==> src/verilog/aoiu_pkg.sv <==
// Package: constants shared by both ends of the output image link
package aoiu_pkg;
  localparam int WORD_W = 16;
  localparam int CODE_W = 12;
  localparam int DISC_W = 32;
  localparam int NUM_WORDS = 4;
  localparam logic [1:0] WORD_CH0 = 2'h0;
  localparam logic [1:0] WORD_CH1 = 2'h1;
  localparam logic [1:0] WORD_DISC_LO = 2'h2;
  localparam logic [1:0] WORD_DISC_HI = 2'h3;
  localparam logic [11:0] CODE_MAX = 12'hfff;
  localparam int UV_PER_COUNT_X100 = 244;
  localparam int NA_PER_COUNT = 4880;
  localparam logic [31:0] APB_CTRL = 32'h0000_0000;
  localparam logic [31:0] APB_CH0 = 32'h0000_0004;
  localparam logic [31:0] APB_CH1 = 32'h0000_0008;
  localparam logic [31:0] APB_DISC = 32'h0000_000c;
  localparam logic [31:0] APB_STAT = 32'h0000_0010;
  localparam logic [31:0] APB_MASK = 32'h0000_001c;
  localparam logic [2:0] EXP_NONE = 3'h0;
  localparam logic [2:0] EXP_8 = 3'h1;
  localparam logic [2:0] EXP_16 = 3'h2;
  localparam logic [2:0] EXP_24 = 3'h3;
  localparam logic [2:0] EXP_32 = 3'h4;
  typedef enum logic [1:0] {ST_IDLE, ST_SEND, ST_NEXT} aoiu_state_type;
endpackage : aoiu_pkg

==> src/verilog/aoiu_if.sv <==
// Interface: output image word strobe link between host and device
`timescale 1ns/100ps
interface aoiu_if;
  logic word_valid;
  logic [1:0] word_index;
  logic [15:0] word_data;
  modport host (output word_valid, output word_index, output word_data);
  modport device (input word_valid, input word_index, input word_data);
endinterface : aoiu_if

==> src/verilog/aoiu_host.sv <==
// Host end: APB registers for the image, sends words over the link
`timescale 1ns/100ps
module aoiu_host
  import aoiu_pkg::*;
(
  // Clock and reset
  input wire logic clk,
  input wire logic reset,
  // APB slave
  input wire logic psel,
  input wire logic penable,
  input wire logic pwrite,
  input wire logic [31:0] paddr,
  input wire logic [31:0] pwdata,
  output logic [31:0] prdata,
  output logic pready,
  output logic pslverr,
  // Image link
  aoiu_if.host link,
  // Expansion size to device
  output logic [2:0] expansion_size
);
  ////////////////////////////////////////////////////////////////////////////
  logic [11:0] ch0, ch1;
  logic [31:0] disc;
  logic busy;
  logic [1:0] idx;
  logic [11:0] next_ch0, next_ch1;
  logic [31:0] next_disc;
  logic [2:0] next_size;
  logic next_busy;
  logic [1:0] next_idx;
  logic next_valid;
  logic [15:0] next_data;
  logic [31:0] next_prdata;
  logic next_pready, next_pslverr, wr, acc;

  // Register, APB and send sequencing
  // A write lands only at the edge where pready is sampled high
  always_comb
  begin
    acc = psel && penable && !pready;
    wr = psel && penable && pready && pwrite;
    next_ch0 = ch0;
    next_ch1 = ch1;
    next_disc = disc;
    next_size = expansion_size;
    next_busy = busy;
    next_idx = idx;
    next_prdata = 32'h0000_0000;
    next_pready = acc;
    next_pslverr = 1'b0;
    next_valid = 1'b0;
    next_data = 16'h0000;
    // Access phase: answer and error flag, ready one cycle later
    if (acc)
    begin
      case (paddr)
        APB_CTRL: next_prdata = {29'h0, expansion_size};
        APB_CH0: next_prdata = {20'h0, ch0};
        APB_CH1: next_prdata = {20'h0, ch1};
        APB_DISC: next_prdata = disc;
        APB_STAT: next_prdata = {31'h0, busy};
        default: next_pslverr = 1'b1;
      endcase
      if (pwrite && paddr == APB_STAT)
        next_pslverr = 1'b1; // Status is read only
    end
    // Completed write; restart the image so the new value is always sent
    if (wr)
    begin
      case (paddr)
        APB_CTRL: next_size = pwdata[2:0];
        APB_CH0: next_ch0 = pwdata[11:0];
        APB_CH1: next_ch1 = pwdata[11:0];
        APB_DISC: next_disc = pwdata;
        default: next_ch0 = ch0;
      endcase
      if (paddr != APB_STAT)
      begin
        next_busy = 1'b1;
        next_idx = 2'h0;
      end
    end
    if (busy && !wr)
    begin
      next_valid = 1'b1;
      case (idx)
        WORD_CH0: next_data = {4'h0, ch0};
        WORD_CH1: next_data = {4'h0, ch1};
        WORD_DISC_LO: next_data = (expansion_size == EXP_8) ? {8'h00, disc[7:0]}
                                                             : disc[15:0];
        default: next_data = (expansion_size == EXP_24) ? {8'h00, disc[23:16]}
                                                          : disc[31:16];
      endcase
      next_idx = idx + 2'h1;
      if (idx == WORD_DISC_HI)
        next_busy = 1'b0;
    end
  end

  // State registers
  always_ff @(posedge clk)
  begin
    if (reset)
    begin
      ch0 <= 12'h000;
      ch1 <= 12'h000;
      disc <= 32'h0000_0000;
      expansion_size <= EXP_NONE;
      busy <= 1'b0;
      idx <= 2'h0;
      prdata <= 32'h0000_0000;
      pready <= 1'b0;
      pslverr <= 1'b0;
      link.word_valid <= 1'b0;
      link.word_data <= 16'h0000;
      link.word_index <= 2'h0;
    end
    else
    begin
      ch0 <= next_ch0;
      ch1 <= next_ch1;
      disc <= next_disc;
      expansion_size <= next_size;
      busy <= next_busy;
      idx <= next_idx;
      prdata <= next_prdata;
      pready <= next_pready;
      pslverr <= next_pslverr;
      link.word_valid <= next_valid;
      link.word_data <= next_data;
      link.word_index <= idx;
    end
  end
endmodule : aoiu_host

==> src/flat_wrapper.sv <==
// flat-port wrapper written by rule: the top's interface ports become plain ports
module aoiu_host_flat import aoiu_pkg::*;
  (clk, reset, psel, penable, pwrite, paddr, pwdata, prdata, pready, pslverr, expansion_size, link_word_valid, link_word_index, link_word_data);
  aoiu_if link_i ();
  input wire logic clk;
  input wire logic reset;
  input wire logic psel;
  input wire logic penable;
  input wire logic pwrite;
  input wire logic [31:0] paddr;
  input wire logic [31:0] pwdata;
  output logic [31:0] prdata;
  output logic pready;
  output logic pslverr;
  output logic [2:0] expansion_size;
  output wire logic [$bits(link_i.word_valid)-1:0] link_word_valid;
  output wire logic [$bits(link_i.word_index)-1:0] link_word_index;
  output wire logic [$bits(link_i.word_data)-1:0] link_word_data;
  assign link_word_valid = link_i.word_valid;
  assign link_word_index = link_i.word_index;
  assign link_word_data = link_i.word_data;
  aoiu_host u_core (.clk(clk), .reset(reset), .psel(psel), .penable(penable), .pwrite(pwrite), .paddr(paddr), .pwdata(pwdata), .prdata(prdata), .pready(pready), .pslverr(pslverr), .link(link_i), .expansion_size(expansion_size));
endmodule
==> config.mk <==
export PLATFORM = sky130hd
export DESIGN_NAME = aoiu_host_flat
export DESIGN_NICKNAME = d
export VERILOG_FILES = /design/src/verilog/aoiu_pkg.sv /design/src/verilog/aoiu_if.sv /design/src/verilog/aoiu_host.sv /design/src/flat_wrapper.sv
export SDC_FILE = /design/constraint.sdc
export NUM_CORES = 1
export LEC_CHECK = 0
export BUFFER_PORTS_ARGS = -buffer_cell sky130_fd_sc_hd__buf_2
export CAP_MARGIN = 25
export CORE_ASPECT_RATIO = 1.1
export CORE_MARGIN = 5
export CORE_UTILIZATION = 50
export DETAILED_ROUTE_END_ITERATION = 8
export GPL_TIMING_DRIVEN = 1
export PLACE_DENSITY = 0.76
export SKIP_LAST_GASP = 1
export SYNTH_ARGS = -nofsm -noshare
export SYNTH_HDL_FRONTEND = slang
export SYNTH_SLANG_ARGS = --single-unit
==> constraint.sdc <==
create_clock -name clk -period 2.9 [get_ports clk]
set_clock_uncertainty 0.05 [all_clocks]
set_input_delay 0.29 -clock clk [delete_from_list [all_inputs] [get_ports clk]]
set_output_delay 0.29 -clock clk [all_outputs]
set_load 0.01 [all_outputs]
## After elaboration in Yosys (flattened, before gate mapping)

Index checks and enable logic that the tools add are counted.

- Register bits after elaboration: 115
- Output and inout port bits: 56
- Logic and storage cells: 59

- Add/sub/neg operators: 1
- Equal/unequal tests: 10
- Mux-type cells: 14
- Bitwise logic cells: 2
- Reductions and logical operators: 20

Operators by type and width:

| kind | number |
|---|---|
| case mux 32 bit (5 select lines) | 1 |
| == test 32 x 4 -> 1 bit, second input constant | 2 |
| case mux 16 bit (3 select lines) | 1 |
| == test 32 x 3 -> 1 bit, second input constant | 1 |
| == test 32 x 5 -> 1 bit, second input constant | 1 |
| zero test 32 bit | 1 |
| two-way mux 16 bit | 2 |
| inequality test 32 x 5 -> 1 bit, second input constant | 1 |
| AND reduction 2 bit | 5 |
| two-way mux 1 bit | 7 |
| logical AND 1 bit | 6 |
| two-way mux 2 bit | 3 |
| OR reduction 5 bit | 1 |
| == test 2 bit, second input constant | 2 |
| nonzero test 2 bit | 2 |
| OR reduction 2 bit | 2 |
| == test 3 x 1 -> 1 bit, second input constant | 1 |
| == test 3 x 2 -> 1 bit, second input constant | 1 |
| adder 2 x 1 -> 2 bit, second input constant | 1 |
| == test 2 x 1 -> 1 bit, second input constant | 1 |
| zero test 1 bit | 2 |
| zero test 2 bit | 1 |
| inverter 1 bit | 2 |

## Logic depth before layout (Yosys ltp)

- Word-level depth: 7
- Mapped depth: 7
- Gate-level depth less buffers: 6

## Worst setup path before layout

OpenSTA, ideal clock, no wires.

- Path kind: input port to flip-flop
- From: in paddr[20]
- To: reg u_core.disc[0]
- Setup time: 72 ps
- Data arrival time: 1689 ps
- Required time: 2778 ps
- Slack: 1089 ps
- Stages: 5
- Buffers on the path: 1
- Cells stage by stage: nor4_4 -> nand4_4 -> nor4_4 -> buf_6 -> mux2i_1

- Cells in the longest elaborated chain, start to end: 2

RTL lines:

| item | line | text |
|---|---|---|
| from (decl) | flat_wrapper.sv:10 | `input wire logic [31:0] paddr;` |
| == test 32 x 4 -> 1 bit | aoiu_host.sv:72 | `case (paddr)` |
| AND reduction 2 bit (no source line) | n/a |  |
| to (signal assigned) | aoiu_host.sv:124 | `disc <= next_disc;` |
| to (decl) | aoiu_host.sv:25 | `logic [31:0] disc;` |

No other way between the ends.
A chain may end at the register's enable or synchronous reset.

## Worst setup path in the final report

- From: reg u_core.idx[0]
- To: reg u_core.link.word_data[1]

- Cells in the longest elaborated chain, start to end: 2
- Elaborated cells between the ends (all ways): 4
- Those cells by class: 2 x eq/ne; 1 x mux; 1 x reduce/logical

RTL lines:

| item | line | text |
|---|---|---|
| from (decl) | aoiu_host.sv:27 | `logic [1:0] idx;` |
| from (signal assigned) | aoiu_host.sv:127 | `idx <= next_idx;` |
| == test 2 bit (tied with other cells) | aoiu_host.sv:88 | `case (idx)` |
| case mux 16 bit (3 select lines) (*) | aoiu_host.sv:88 |  |
| to (signal assigned) | aoiu_host.sv:132 | `link.word_data <= next_data;` |
| to (decl) | aoiu_if.sv:7 | `modport host (output word_valid, output word_index, output word_data);` |

Every way passes the cells marked *; elsewhere a longest branch is shown, timed or not.

==> summary.md <==
| Metric | Value |
|---|---|
| Status | `finished, final reports clean` |
| Clock Path Buffers | `2` |
| WL/cell | `16.78 um` |
| Post-CTS sizing | `0` |
| Initial core utilization | `50.49%` |
| Leakage | `2.527 nW` |
| CTS Buf Count | `17` |
| # Max-Cap Violations | `0` |
| Skew-Pair Late Insertion Delay | `0.51 ns` |
| Worst Path Required | `3.22 ns` |
| Area growth, synth to finish | `27.99%` |
| Max-slew headroom | `45.49%` |
| H-Tree Level Count | `4` |
| Fin. Hold Viols | `0` |
| Crit path capture type | `flip-flop` |
| Largest net degree at the start of global routing | `65` |
| Syn Inst Count | `475` |
| Final TNS setup | `0 ns` |
| Fin Hold WS | `0.01438 ns` |
| DIE WIDTH | `104.6 um` |
| Setup crit end | `u_core.link.word_data[1]$_SDFF_PP0_` |
| Vias per std cell | `5.314` |
| Mapped Nets | `549` |
| Core area | `9747 um2` |
| Main synth FF type | `dfxtp_1` |
| Placed cells | `695` |
| Post-synth EDFFs | `0` |
| Std-Cell Rows | `38` |
| Placement-stage worst setup slack | `0.7337 ns` |
| PwrDens | `592.9 nW/um2` |
| Synth Cell Area | `4921 um2` |
| R2R depth | `6` |
| Synth top area share | `46.78%` |
| Setup Viol. Count Final | `0` |
| Vias in the first global route | `4089` |
| FF-to-FF Start | `u_core.idx[0]$_SDFFE_PP0P_` |
| Number of setup buffers added after CTS | `0` |
| Nets | `679` |
| Synth Warn # | `0` |
| Final wirelength | `12.38 mm` |
| Starting DRC count in detailed routing | `264` |
| Slew @ Worst Pin | `0.8138 ns` |
| Final worst-path cycle share | `70.65%` |
| Vias | `3922` |
| Startpoint type of the worst setup path | `flip-flop` |
| Most common cell in the netlist | `dfxtp_1` |
| Post-synthesis register bit count | `115` |
| Leading area contributor after synthesis | `dfxtp_1` |
| TritonCTS clock tree | `built` |
| Final worst setup slack | `0.8511 ns` |
| Peak supply drop | `0.0003450 V` |
| Fraction of registers with async set/reset | `0%` |
| First-pass GRT wire length | `20.36 mm` |
| I/O Buffers | `124` |
| Hold buffers post-CTS | `11` |
| Finished Core Util | `64.62%` |
| Share of layout cells above drive strength 1 | `30.10%` |
| WS Path Type | `reg -> reg` |
| Fin cells | `738` |
| Flop2flop setup slack | `0.85 ns` |
| RSZ-0062 raised after global routing | `no` |
| Synth top area cells | `dfxtp_1 (47%), mux2i_1 (12%), nand2b_1 (12%)` |
| # diodes | `0` |
| Fin. max-slew vios | `0` |
| R2R Path End | `u_core.link.word_data[1]$_SDFF_PP0_` |
| Worst hold stages | `3` |
| Initial antenna violation count | `0` |
| FF+latch area | `2302 um2` |
| I/O pins | `125` |
| Crit Path Max Fanout | `12` |
| HP Class | `in -> reg` |
| Die H | `114.1 um` |
| Final min period | `2.049 ns` |
| DRC | `0` |
| Total grt overflow | `0` |
| Footprint of the multi-input gates | `2455 um2` |
| Crit. Startpoint | `u_core.idx[0]$_SDFFE_PP0P_` |
| Clk slew on worst S/H paths | `0.06 ns` |
| Top cells by count, synth | `dfxtp_1 (115), nand2b_1 (94), mux2i_1 (60), nor2_1 (38), clkbuf_1 (23)` |
| Max frequency | `0.4881 GHz` |
| Distinct cells, synth | `43` |
| Die footprint | `11930 um2` |
| Critical Path AT | `2.37 ns` |
| Sequential-to-total area share from yosys stat | `46.78%` |
| DP HPWL | `8.246 mm` |
| Drt pass-1 iters | `7` |
| Routability congestion estimate | `0.8465` |
| Total Routing Usage GR | `21.27%` |
| CTS Sinks | `115` |
| Fillers | `777` |
| Mean post-synth cell area | `10.36 um2` |
| Root buffer cell | `clkbuf_8` |
| ANT nets after route | `0` |
## layout make-up
| class | instances | area share [%] |
|---|---|---|
| repair buffers | 142 | 12.63 |
| multi-input cells | 323 | 38.97 |
| well taps | 120 | 2.384 |
| clock inverters | 14 | 2.463 |
| clock buffers | 18 | 6.635 |
| inverters | 6 | 0.3576 |
| flip-flops and latches | 115 | 36.55 |
## critical path: stages (launching register included)
cell and delay (ns):
dfxtp_1 0.44, inv_1 0.12, ha_1 0.40, a222oi_1 0.53
nor2_1 0.16, a21oi_1 0.15, nor2_1 0.05
## cells in the final DEF, fill, tap and decap left out, types with 6 or more instances in the layout
| master | instances |
|---|---|
| nor4_4 | 7 |
| a21oi_1 | 11 |
| buf_2 | 124 |
| clkbuf_16 | 16 |
| a22oi_1 | 13 |
| dfxtp_1 | 115 |
| nor2_1 | 38 |
| mux2_2 | 9 |
| mux2i_1 | 60 |
| inv_1 | 6 |
| buf_4 | 6 |
| nand2_1 | 6 |
| a31oi_1 | 6 |
| a222oi_1 | 8 |
| and2_1 | 20 |
| dlygate4sd3_1 | 11 |
| nand2b_1 | 94 |
## power by group
part / switching (W) / total, W / internal, W
Combinational: 0.0000762 / 0.000156 / 0.0000802
Sequential: 0.00000150 / 0.00158 / 0.00158
Clock: 0.000767 / 0.00199 / 0.00123
Total: 0.000845 / 0.00373 / 0.00289
## worst min-delay path by stage
stage	startpoint	endpoint	slack (ns)
final	pwdata[19]	u_core.disc[19]$_SDFFE_PP0P_	0.01
after global routing	pwdata[19]	u_core.disc[19]$_SDFFE_PP0P_	0.006
after CTS	pwdata[20]	u_core.disc[20]$_SDFFE_PP0P_	0.0006
after detailed placement	u_core.disc[12]$_SDFFE_PP0P_	u_core.prdata[12]$_SDFF_PP0_	0.42
after global placement	u_core.disc[12]$_SDFFE_PP0P_	u_core.prdata[12]$_SDFF_PP0_	0.42
after floorplan	pwdata[12]	u_core.disc[12]$_SDFFE_PP0P_	0.40
## flip-flops by register name, indices dropped and copies added (netlist names), 2 cells and up
name,cells
u_core.idx,2
u_core.disc,32
u_core.link.word_index,2
u_core.prdata,32
u_core.link.word_data,16
u_core.ch1,12
u_core.expansion_size,3
u_core.ch0,12
## per-layer routing
layer	global-route usage (%)	share of wire (%)
met1	25.52	43
met2	36.71	50
met3	5.584	5.5
met4	8.014	1.7
met5	0	0
## cells by family (layout without fill, tap and decap cells)
family	count (synthesis)	in the layout	synth area share, %
multiplexers	71	71	15.18
AO/OA/AOI/OAI	54	54	8.060
AND/OR/NAND/NOR	193	193	25.25
flip-flops	115	115	46.78
adder cells (fa/ha/maj)	5	5	1.271
buffers and inverters	37	180	3.458
## stage by stage
stage                     cell area [um2]  total power (W)
after CTS                            6299         0.003755
after global routing                 6299         0.003850
final                                6299         0.003735
after floorplan                      4921         0.001689
after detailed placement             5615         0.001762
after global placement               5615         0.001760
(Power assumes the default switching activity.)
